### config.mk
export PLATFORM = sky130hd
export DESIGN_NAME = slo_bank
export DESIGN_NICKNAME = d
export VERILOG_FILES = /design/src/rtl/slo_pkg.sv /design/src/rtl/slo_bank.sv /design/src/rtl/slo_sync.sv
export SDC_FILE = /design/constraint.sdc
export NUM_CORES = 1
export LEC_CHECK = 0
export BUFFER_PORTS_ARGS = -buffer_cell sky130_fd_sc_hd__clkbuf_2
export CAP_MARGIN = 20
export CORE_MARGIN = 4
export CORE_UTILIZATION = 35
export DETAILED_ROUTE_END_ITERATION = 7
export PLACE_DENSITY = 0.67
export SYNTH_ARGS = -nofsm -noshare
export SYNTH_HDL_FRONTEND = slang
export SYNTH_HIERARCHICAL = 1
export SYNTH_SLANG_ARGS = --single-unit
### constraint.sdc
create_clock -name pclk -period 3.3 [get_ports pclk]
set_input_delay 0.33 -clock pclk [delete_from_list [all_inputs] [get_ports pclk]]
set_output_delay 0.33 -clock pclk [all_outputs]
set_load 0.05 [all_outputs]
### src/rtl/slo_pkg.sv
// Package with register map, field layout and reset values of the level override bank.
package slo_pkg;

    // Byte addresses of the two registers.
    localparam logic [11:0] SLO_STATUS_OFS   = 12'h420;
    localparam logic [11:0] SLO_OVERRIDE_OFS = 12'h428;

    // Field positions shared by both registers.
    localparam int SLO_EN_BIT    = 31;
    localparam int SLO_TX_LSB    = 26;
    localparam int SLO_LOS_LSB   = 21;
    localparam int SLO_SCAN_LSB  = 16;
    localparam int SLO_LVL_W     = 5;
    localparam int SLO_SPARE_W   = 16;

    // Reset and read values.
    localparam logic [4:0]  SLO_OVR_LVL_RST   = 5'h10;
    localparam logic [15:0] SLO_SPARE_RST     = 16'h0000;
    localparam logic        SLO_STAT_RSVD_HI  = 1'h1;
    localparam logic [15:0] SLO_STAT_RSVD_LO  = 16'hffff;
    localparam logic [31:0] SLO_UNMAPPED_DATA = 32'h0000_0000;

    // The three level codes travel together as one carrier.
    typedef struct packed
    {
        logic [4:0] tx_swing;
        logic [4:0] signal_loss_threshold;
        logic [4:0] ac_scan_comparator_threshold;
    } slo_levels_t;

endpackage : slo_pkg

### src/rtl/slo_bank.sv
// Top of the serdes level status and override register bank with APB slave.
// Overview of operation.
// The bank answers every APB transfer in its first access cycle, so pready is
// tied high and pslverr is tied low; no transfer is ever stretched or refused.
// The status word is a live view of the synchronised level control inputs.
// It keeps showing those inputs while the override is on, so software must
// read the override word to learn which codes the transceiver really uses.
// The override word is plain storage; its enable bit switches all three level
// codes at once, which keeps the transceiver from ever seeing a mixed set.
// The level outputs are registered, so a write to the override word reaches
// the transceiver one clock after the write has been taken.
// The level control inputs are asynchronous and pass a two-flop synchroniser
// before any logic reads them; codes that change in mid-transfer may be seen
// two clocks late, which is harmless for slowly moving analogue settings.
// Bits 15:0 of the override word have no function in this block; they are
// kept only so that a read-modify-write by software returns what it stored.
//
// Added by the designer: the APB slave port.
`timescale 1ns/1ps
`default_nettype none
module slo_bank
    import slo_pkg::*;
(
    input  wire logic        pclk,
    input  wire logic        presetn,
    input  wire logic        psel,
    input  wire logic        penable,
    input  wire logic        pwrite,
    input  wire logic [11:0] paddr,
    input  wire logic [31:0] pwdata,
    input  wire logic [3:0]  pstrb,
    output logic      [31:0] prdata,
    output logic             pready,
    output logic             pslverr,
    input  wire slo_levels_t level_ctl_in,
    output slo_levels_t      level_out,
    output logic             level_override_active
);

    // Synchronised control inputs.
    slo_levels_t ctl_sync;
    // Override word state.
    logic        level_override_enable_ff;
    slo_levels_t ovr_levels_ff;
    logic [15:0] preserved_spare_bits_ff;
    // Read data register and its next value.
    logic [31:0] prdata_ff;
    logic [31:0] nxt_prdata;
    // Access-phase strobes.
    logic        acc_wr;
    logic        acc_rd;
    // Decoded register selects, shared by the write and read paths.
    logic        sel_ovr;
    logic        sel_stat;

    // True when the address selects the given register word.
    // Only the low twelve address bits reach the bank, so the decode is a
    // plain compare; any other offset falls through as unmapped.
    function automatic logic slo_hit(input logic [11:0] addr, input logic [11:0] ofs);
        slo_hit = (addr == ofs);
    endfunction

    // Pack a level triple into its register field position.
    function automatic logic [31:0] slo_pack(input logic top, input slo_levels_t l, input logic [15:0] lo);
        slo_pack = {top, l.tx_swing, l.signal_loss_threshold, l.ac_scan_comparator_threshold, lo};
    endfunction

    // Control inputs come from outside the clock domain.
    slo_sync u_sync
    (
        .pclk     (pclk),
        .presetn  (presetn),
        .async_in (level_ctl_in),
        .sync_out (ctl_sync)
    );

    // Zero wait states: every access completes in its first access cycle.
    assign pready  = 1'b1;
    assign pslverr = 1'b0;
    assign acc_wr  = psel && penable && pwrite;
    assign acc_rd  = psel && penable && !pwrite;
    // The same decode serves the write path and the read mux.
    assign sel_ovr  = slo_hit(paddr, SLO_OVERRIDE_OFS);
    assign sel_stat = slo_hit(paddr, SLO_STATUS_OFS);

    // Override word storage; byte lanes honoured through pstrb.
    // A write takes effect only at the edge that closes the access phase.
    // Writes to the status word or to an unmapped offset change nothing here.
    always_ff @(posedge pclk or negedge presetn)
    begin
        if (!presetn)
        begin
            // The enable starts cleared so the inputs drive the levels.
            level_override_enable_ff <= 1'b0;
            ovr_levels_ff            <= {SLO_OVR_LVL_RST, SLO_OVR_LVL_RST, SLO_OVR_LVL_RST};
            preserved_spare_bits_ff  <= SLO_SPARE_RST;
        end
        else if (acc_wr && sel_ovr)
        begin
            // Byte 3 holds the enable, the whole swing code and the top of the loss code.
            if (pstrb[3])
            begin
                level_override_enable_ff <= pwdata[SLO_EN_BIT];
                ovr_levels_ff.tx_swing   <= pwdata[SLO_TX_LSB +: SLO_LVL_W];
                ovr_levels_ff.signal_loss_threshold[4:3] <= pwdata[SLO_LOS_LSB+3 +: 2];
            end
            // Byte 2 holds the rest of the loss code and the comparator code.
            if (pstrb[2])
            begin
                ovr_levels_ff.signal_loss_threshold[2:0] <= pwdata[SLO_LOS_LSB +: 3];
                ovr_levels_ff.ac_scan_comparator_threshold <= pwdata[SLO_SCAN_LSB +: SLO_LVL_W];
            end
            // Spare bits are plain storage, software writes back what it read.
            if (pstrb[1])
            begin
                preserved_spare_bits_ff[15:8] <= pwdata[15:8];
            end
            if (pstrb[0])
            begin
                preserved_spare_bits_ff[7:0] <= pwdata[7:0];
            end
        end
    end

    // Level output mux, registered so a write shows on the next cycle.
    // Registering the mux also keeps glitches off the analogue controls when
    // the enable and the codes change in the same write.
    always_ff @(posedge pclk or negedge presetn)
    begin
        if (!presetn)
        begin
            level_out             <= '0;
            level_override_active <= 1'b0;
        end
        else
        begin
            // The active flag moves with the outputs so the two always agree.
            level_override_active <= level_override_enable_ff;
            // All three codes switch together.
            if (level_override_enable_ff)
            begin
                level_out <= ovr_levels_ff;
            end
            else
            begin
                // Without override the synchronised inputs pass straight on.
                level_out <= ctl_sync;
            end
        end
    end

    // Read mux; status mirrors inputs, not the override, so it goes stale under override.
    always_comb
    begin
        nxt_prdata = prdata_ff;
        if (acc_rd)
        begin
            if (sel_stat)
            begin
                // Reserved status bits read as ones around the live codes.
                nxt_prdata = slo_pack(SLO_STAT_RSVD_HI, ctl_sync, SLO_STAT_RSVD_LO);
            end
            else if (sel_ovr)
            begin
                // The override word reads back exactly what was stored.
                nxt_prdata = slo_pack(level_override_enable_ff, ovr_levels_ff, preserved_spare_bits_ff);
            end
            else
            begin
                // Unmapped offsets read as zero and raise no error.
                nxt_prdata = SLO_UNMAPPED_DATA;
            end
        end
    end

    // Read data register; writes to the status word fall through with no effect.
    always_ff @(posedge pclk or negedge presetn)
    begin
        if (!presetn)
        begin
            prdata_ff <= '0;
        end
        else
        begin
            prdata_ff <= nxt_prdata;
        end
    end

    // Read data is combinational from live state during the access phase.
    // Outside a read the last word read stays on the bus, which keeps prdata
    // quiet between transfers.
    always_comb
    begin
        if (acc_rd)
        begin
            prdata = nxt_prdata;
        end
        else
        begin
            prdata = prdata_ff;
        end
    end

endmodule // slo_bank
`default_nettype wire

### src/rtl/slo_sync.sv
// Two-flop synchroniser for the level control inputs.
`timescale 1ns/1ps
`default_nettype none
module slo_sync
    import slo_pkg::*;
(
    input  wire logic        pclk,
    input  wire logic        presetn,
    input  wire slo_levels_t async_in,
    output slo_levels_t      sync_out
);

    // First stage; only the second stage reads it.
    slo_levels_t meta_ff;

    // Two-stage capture; resets to zero, settles to the inputs two edges after release.
    always_ff @(posedge pclk or negedge presetn)
    begin
        if (!presetn)
        begin
            meta_ff  <= '0;
            sync_out <= '0;
        end
        else
        begin
            meta_ff  <= async_in;
            sync_out <= meta_ff;
        end
    end

endmodule // slo_sync
`default_nettype wire

======== Word-level counts from Yosys, hierarchy flattened ========
Index checks and enable logic that the tools add are counted.
storage, ports and cells
  bits in latches ......................... 0
  bits in writable memories ............... 0
  bits of input ports ..................... 68
  memories ................................ 0
  logic and storage cells ................. 34
  bits in read-only memories .............. 0
  flip-flop bits (word level) ............. 110
  output and inout bits ................... 50
operators by class
  add/sub/neg operators ................... 0
  magnitude comparators ................... 0
  reduce and logical (&&, ||, !) cells .... 9
  multiply operators ...................... 0
  multiplexer cells ....................... 5
  bitwise logic cells ..................... 0
  shifts and indexed selects .............. 0
  div/mod/pow operators ................... 0
  equality and inequality tests ........... 2
operator list
  operator                                                                 number
  32-bit two-way mux                                                       4
  12-bit by 11-bit equality test with 1-bit output, second input constant  2
  15-bit two-way mux                                                       1
  2-bit AND reduction                                                      4
  1-bit logical AND                                                        4
  1-bit zero test                                                          1

======== Logic depth before layout (Yosys ltp) ========
Gate-level depths: netlist of run 1.
  word-level depth ........................ 5
  mapped depth ............................ 5
  mapped depth without buffers ............ 3

======== Modules after synthesis ========
Netlist of run 1, hierarchy kept.
modules (own cells, without submodules)
  module    times used  area an instance (sq um)  cells an instance
  slo_bank  1           3,408.3                   255
  slo_sync  1           750.7                     30

======== Least setup slack after synthesis of run 1 ========
Ideal clock, no wire load.
  kind .................................... input to output
  from .................................... input port paddr[6]
  to ...................................... output port prdata[0]
  cell stages on the path ................. 4
  slack ................................... 221 ps
  path buffers ............................ 1
  arrival ................................. 2,749 ps
  required time ........................... 2,970 ps
  path through ............................ or4_1 > buf_4 > or4_4 > o21ai_0
on the way
  word-level cells in the longest chain between the ends .. 5
  elaborated cells between the ends (all ways) .. 6
  those cells by class .................... 2 x eq/ne; 4 x mux
ends and longest elaborated chain
  what                                              RTL line         RTL
  start, declared                                   slo_bank.sv:29   input wire logic [11:0] paddr,
  12-bit by 11-bit equality test with 1-bit output  slo_bank.sv:60   slo_hit = (addr == ofs);
  32-bit two-way mux                                slo_bank.sv:163  else if (sel_ovr)
  32-bit two-way mux (*)                            slo_bank.sv:158  if (sel_stat)
  32-bit two-way mux (*)                            slo_bank.sv:156  if (acc_rd)
  32-bit two-way mux (*)                            slo_bank.sv:194  if (acc_rd)
  end, declared                                     slo_bank.sv:32   output logic [31:0] prdata,
Every way passes the cells marked *; elsewhere a longest branch is shown, timed or not.

======== Worst setup path after layout of run 1 ========
Ends and elaborated chain as after synthesis.

==> results_dict.tcl, run 1 <==
set metrics [dict create \
    worst_setup_path_start_kind "input pin" \
    yosys_warnings 6 \
    seq_area_um2 2760 \
    yosysMostFrequentCell "dfrtp_1" \
    syn-cell-area_um2 4160 \
    hp-class "input pin to register" \
    synth-compound-area-share_pct 5.11 \
    grt_pass1_vias 2673 \
    critPathLaunch "paddr[6]" \
    cts_max_level 3 \
    grt_max_degree 51 \
    fp-row-count 39 \
    crit_type "input pin to primary output" \
    synth-adder-area-share_pct 0 \
    power_leakage_nw 2.66 \
    synth_mux_area_share_pct 16.3 \
    tritoncts "built" \
    slowest_delay_ns 0.79 \
    dr.pass1.iters 4 \
    run_status "complete, no violations" \
    tightest_slew_ns 0.762 \
    setup_slack_ns 0.549 \
    synth_edf_count 0 \
    crit_family "simple AND/OR/NAND/NOR gates" \
    fp.dieW_um 117 \
    clockRootBuffer "clkbuf_16" \
    clockBufferDepth 2 \
    routed_wl_mm 8.71 \
    antenna_found_initial 0 \
    cp.arrival_ns 2.42 \
    final-hold-violation-count 0 \
    yosys.area_share.simple_pct 9.81 \
    ant_nets 0 \
    synth_nets 353 \
    path_cells "clkbuf_2 -> or4_1 -> or4_4 -> o21ai_0 -> clkbuf_2" \
    area_delta_synth_final_pct 27.4 \
    drv_cap 0 \
    hpwlAfterDp_mm 6.19 \
    multi_input_area_um2 1310 \
    fp.dieArea_um2 13700 \
    crit_buf_inv 2 \
    post-place-ws_ns 0.528 \
    slowest_stage "or4_4" \
    numPortBuffers 115 \
    setup.worst_path.end "prdata[0]" \
    netlist.area_leader.share_pct 64.4 \
    routedWlPerCell_um 15.8 \
    final_util_pct 46.0 \
    yosys_register_bits 110 \
    clk_pin_slew_ns 0.07 \
    seq_area_frac_synth_pct 66.3 \
    fillers 1050 \
    r2r_start "level_override_enable_ff$_DFFE_PN0P_" \
    grt-ovfl-total 0 \
    grt_pass1_wl_mm 13.7 \
    boundaryPins 118 \
    synth_ff_type "dfrtp_1" \
    rsz0062_at_grt "no" \
    drc_errors 0 \
    max_slew_margin_pct 48.8 \
    cts_buffers 9 \
    synth-xor-area-share_pct 0 \
    yosysTopAreaCell "dfrtp_1" \
    setup_viol 0 \
    die_height_um 117 \
    crit_cells 5 \
    finalNetCount 471 \
    r2r_slack_ns 2.17 \
    synth_top_family_by_area "multiplexers" \
    grt_use_total_pct 13.5 \
    skew_ns 0.00396 \
    clock_sinks 110 \
    gp_congestion 0.719 \
    post_cts_resized 0 \
    syn-instance-count 285 \
    ys_async_sr_fraction_pct 100 \
    cp.required_ns 2.97 \
    syn_area_per_cell_um2 14.6 \
    ir_drop_mv 0.355 \
    fin_crit_sh_pct 83.4 \
    worstHoldPathCells 1 \
    min_period_ns 2.75 \
    drive_above_1_share_pct 50.7 \
    setup_tns_ns 0 \
    crit_fanout 32 \
    final_max_slew_viol_count 0 \
    vias_per_cell 4.65 \
    synthTopCellsByCount "107 x dfrtp_1, 47 x mux2_2, 32 x nand2_1" \
    drtIter0Drc 91 \
    max_clock_freq_mhz 363 \
    ys_top_cells_by_area "dfrtp_1 64%, mux2_2 13%, mux2i_1 3.6%" \
    crit_top_cell "clkbuf_2" \
    r2r-end "level_out[0]$_DFF_PN0_" \
    initial_core_util_pct 36.1 \
    route.vias.total 2563 \
    ff2ff_path_depth 2 \
    end_kind "primary output" \
    ys_types 23 \
    antenna_cells 0 \
    core_area_um2 11500 \
    power.density_nw_per_um2 503 \
    clk_latency_ns 0.34 \
]
-- worst register-to-register path: cells and delay by family, from the launching register on --
kind | cells | cell delay (ns)
muxes | 1 | 0.39
buffers and inverters | 1 | 0.28
DFF | 1 | 0.35
-- logic make-up after synthesis --
family                 count (synthesis)
flip-flops                           110
AND/OR/NAND/NOR                       63
multiplexers                          62
AO/OA/AOI/OAI                         32
buffers and inverters                 16
other                                  2
-- metrics by stage --
step,hold WS (ns),power [W],cell area [µm²],cells
after CTS,0.0650,0.00271,5300,551
final,0.0835,0.00266,5300,551
after global placement,0.332,0.00158,4960,533
after global routing,0.0603,0.00278,5300,551
after detailed placement,0.337,0.00159,4980,534
after floorplan,0.0344,0.00149,4160,285
-- state kept, by name, indices dropped and copies added (netlist names) --
register / cells
ovr_levels_ff: 15
u_sync/meta_ff: 15
level_override_enable_ff: 1
u_sync/sync_out: 15
level_out: 15
level_override_active: 1
preserved_spare_bits_ff: 16
prdata_ff: 32
-- cell usage in the layout (no fill, tap or decap), types with 3 or more instances in the layout --
cell type	instances
dfrtp_1	107
mux2i_1	15
buf_12	6
nor2b_1	17
o21ai_2	14
buf_4	7
clkbuf_2	108
nand2_1	32
or4bb_1	4
mux2_2	47
clkbuf_16	9
nor4_4	4
dfstp_2	3
o21ai_1	16
-- metal layers --
layer	global-route usage (%)	routed length [µm]	share of wire [%]	up-vias
li1	-	-	-	1219
met1	16.5	3600	41	1253
met2	21.7	4280	49	80
met3	5.45	691	7.9	11
met4	5.05	142	1.6	0
met5	0	0	0	-
-- cell type report --
cell class	count	share of cell area [%]
well taps	143	3.38
repair buffers	123	14.2
clock buffers	10	4.32
multi-input cells	159	24.7
flip-flops and latches	110	52.0
clock inverters	6	1.46
-- repair_timing --
action,in CTS,in global routing
endpoints found under the hold margin,39,0
hold buffers,1,0
setup buffers,0,0
-- where the power goes --
group,switching (W),internal (W)
Sequential,0.00000987,0.00138
Clock,0.000500,0.000605
Combinational,0.000110,0.0000633
-- how the worst min path moves through the flow --
stage,startpoint,endpoint,slack (ns)
floorplan,presetn,level_out[0]$_DFF_PN0_,0.03
global placement,u_sync/meta_ff[13]$_DFF_PN0_,u_sync/sync_out[13]$_DFF_PN0_,0.33
detailed placement,u_sync/meta_ff[9]$_DFF_PN0_,u_sync/sync_out[9]$_DFF_PN0_,0.34
CTS,level_ctl_in[6],u_sync/meta_ff[6]$_DFF_PN0_,0.07
global route,level_ctl_in[12],u_sync/meta_ff[12]$_DFF_PN0_,0.06
finish,level_ctl_in[6],u_sync/meta_ff[6]$_DFF_PN0_,0.08
No activity file was read; power rests on OpenSTA's default activity.
==> run 2, diff against run 1 <==
clock period = 2.8 ns   (was 3.3 ns; I/O delays follow)
==> results_dict.tcl, run 2 (synthesis results as in run 1) <==
set metrics [dict create \
    met3_length_um 718 \
    largest_register_ffs 32 \
    hold_ws_ns -0.0176 \
    final_max_slew_viol_count 0 \
    fp.dieW_um 117 \
    final_common_cell "clkbuf_2" \
    setup_tns_ns 0 \
    routedWlPerCell_um 15.8 \
    switchingPower_w 0.000756 \
    placedCellCount 535 \
    numPortBuffers 115 \
    crit_buf_inv 2 \
    cts_buffers 9 \
    drtIter0Drc 113 \
    clockBufferDepth 2 \
    area_delta_synth_final_pct 27.3 \
    power.density_nw_per_um2 597 \
    drc_errors 0 \
    top_layer "met4" \
    crit_type "input pin to primary output" \
    initial_core_util_pct 36.1 \
    fillers 1051 \
    vias_per_cell 4.62 \
    dr_wl_met2_mm 4.24 \
    crit_family "simple AND/OR/NAND/NOR gates" \
    grt_pass1_vias 2757 \
    fp-row-count 39 \
    drt-met1-wl_mm 3.64 \
    die_height_um 117 \
    grt_pass1_wl_mm 13.8 \
    slowest_stage "or4_4" \
    cp.arrival_ns 2.36 \
    clkPwrFrac_pct 42.1 \
    drv_cap 0 \
    crit_top_cell "clkbuf_2" \
    comb_power_share_pct 6.3 \
    drive_above_1_share_pct 51.2 \
    largestRegisters "prdata_ff (32), preserved_spare_bits_ff (16)" \
    core_area_um2 11500 \
    dr.pass1.iters 4 \
    clock_sinks 110 \
    setup_viol 0 \
    internal_power_w 0.00241 \
    hp-class "input pin to async pin" \
    skew_ns 0.00649 \
    hpwlAfterDp_mm 6.12 \
    max_clock_freq_mhz 379 \
    cts_max_level 3 \
    grt_use_total_pct 13.7 \
    worst_setup_path_start_kind "input pin" \
    slowest_delay_ns 0.79 \
    power_leakage_nw 2.66 \
    path_cells "clkbuf_2 -> or4_1 -> or4_4 -> o21ai_1 -> clkbuf_2" \
    tightest_slew_ns 0.738 \
    final-instance-count-excl-fill 551 \
    fin_crit_sh_pct 94.2 \
    failed_checks "negative hold slack" \
    run_status "finished with violations" \
    max_slew_margin_pct 50.8 \
    gp_congestion 0.705 \
    min_period_ns 2.64 \
    antenna_found_initial 0 \
    fp.dieArea_um2 13700 \
    boundaryPins 118 \
    final-hold-violation-count 21 \
    finalNetCount 471 \
    clockRootBuffer "clkbuf_16" \
    cp.required_ns 2.52 \
    crit_fanout 32 \
    post_cts_resized 0 \
    end_kind "primary output" \
    grt-ovfl-total 0 \
    ir_drop_mv 0.703 \
    rsz0062_at_grt "no" \
    final_cell_mix "108 x clkbuf_2, 107 x dfrtp_1, 47 x mux2_2" \
    routed_wl_mm 8.69 \
    antenna_cells 0 \
    clk_latency_ns 0.35 \
    tritoncts "built" \
    ant_nets 0 \
    top_register "prdata_ff" \
    grt_max_degree 59 \
    clk_pin_slew_ns 0.07 \
    p_seq_share_pct 51.6 \
    route.vias.total 2544 \
    post-cts-setup-buffer-count 0 \
    hold_buffers 0 \
    sw_frac_of_total_pct 23.9 \
]
run 2: cell count changes in the layout (fill, tap and decap cells not counted), sizes merged:
cell	before	now
clkinvlp	1	2
buf	14	15
clkbuf	118	117
dlygate4sd3	1	0
run 2: final timing paths:
check | from | to | slack [ns] | cells past startpoint
max | paddr[6] | prdata[21] | 0.16 | 5
max reg2reg | level_override_enable_ff$_DFFE_PN0P_ | level_out[6]$_DFF_PN0_ | 1.65 | 2
max in group asynchronous | presetn | ovr_levels_ff[9]$_DFFE_PN1P_ | 2.01 | 2
min in group pclk | level_ctl_in[14] | u_sync/meta_ff[14]$_DFF_PN0_ | 0.03 | 1
min reg2reg | u_sync/meta_ff[5]$_DFF_PN0_ | u_sync/sync_out[5]$_DFF_PN0_ | 0.35 | 0
min | presetn | ovr_levels_ff[11]$_DFFE_PN0P_ | -0.02 | 1
run 2: power groups by stage:
stage | logic, W | registers (W) | clock network (W)
floorplan | 0.0000602 | 0.00170 | 0
global placement | 0.000203 | 0.00166 | 0
detailed placement | 0.000205 | 0.00166 | 0
CTS | 0.000206 | 0.00163 | 0.00138
global route | 0.000222 | 0.00163 | 0.00145
finish | 0.000200 | 0.00163 | 0.00133
run 2: layout make-up:
| type | instances | area (µm²) | share of cell area [%] |
|---|---|---|---|
| Sequential cell | 110 | 2760 | 52.0 |
| Multi-Input combinational cell | 159 | 1310 | 24.7 |
| Clock inverter | 7 | 87.6 | 1.65 |
| Tap cell | 143 | 179 | 3.38 |
| Timing Repair Buffer | 123 | 741 | 14.0 |
| Clock buffer | 9 | 225 | 4.25 |
run 2: through the flow:
stage	worst slack [ns]	util (%)	hold WS [ns]	instance area, µm²	total power [W]
floorplan	-0.179	-	-0.0156	4160	0.00176
global placement	0.166	43.3	0.333	4980	0.00187
detailed placement	0.118	43.3	0.335	4980	0.00187
CTS	0.115	46.0	0.00204	5300	0.00322
global route	0.0660	46.0	0.00183	5300	0.00331
finish	0.163	46.0	-0.0176	5300	0.00316
run 2: routing by layer:
layer  track usage (%)  up-vias
met4              4.20        0
met3              6.48        6
met1              16.2     1242
met2              22.2       78
met5                 0        -
li1                  -     1218
run 2: worst reg2reg max path, cell delays in order (launching register included):
cell and delay (ns):
dfrtp_1 0.36, buf_4 0.28, mux2_2 0.39
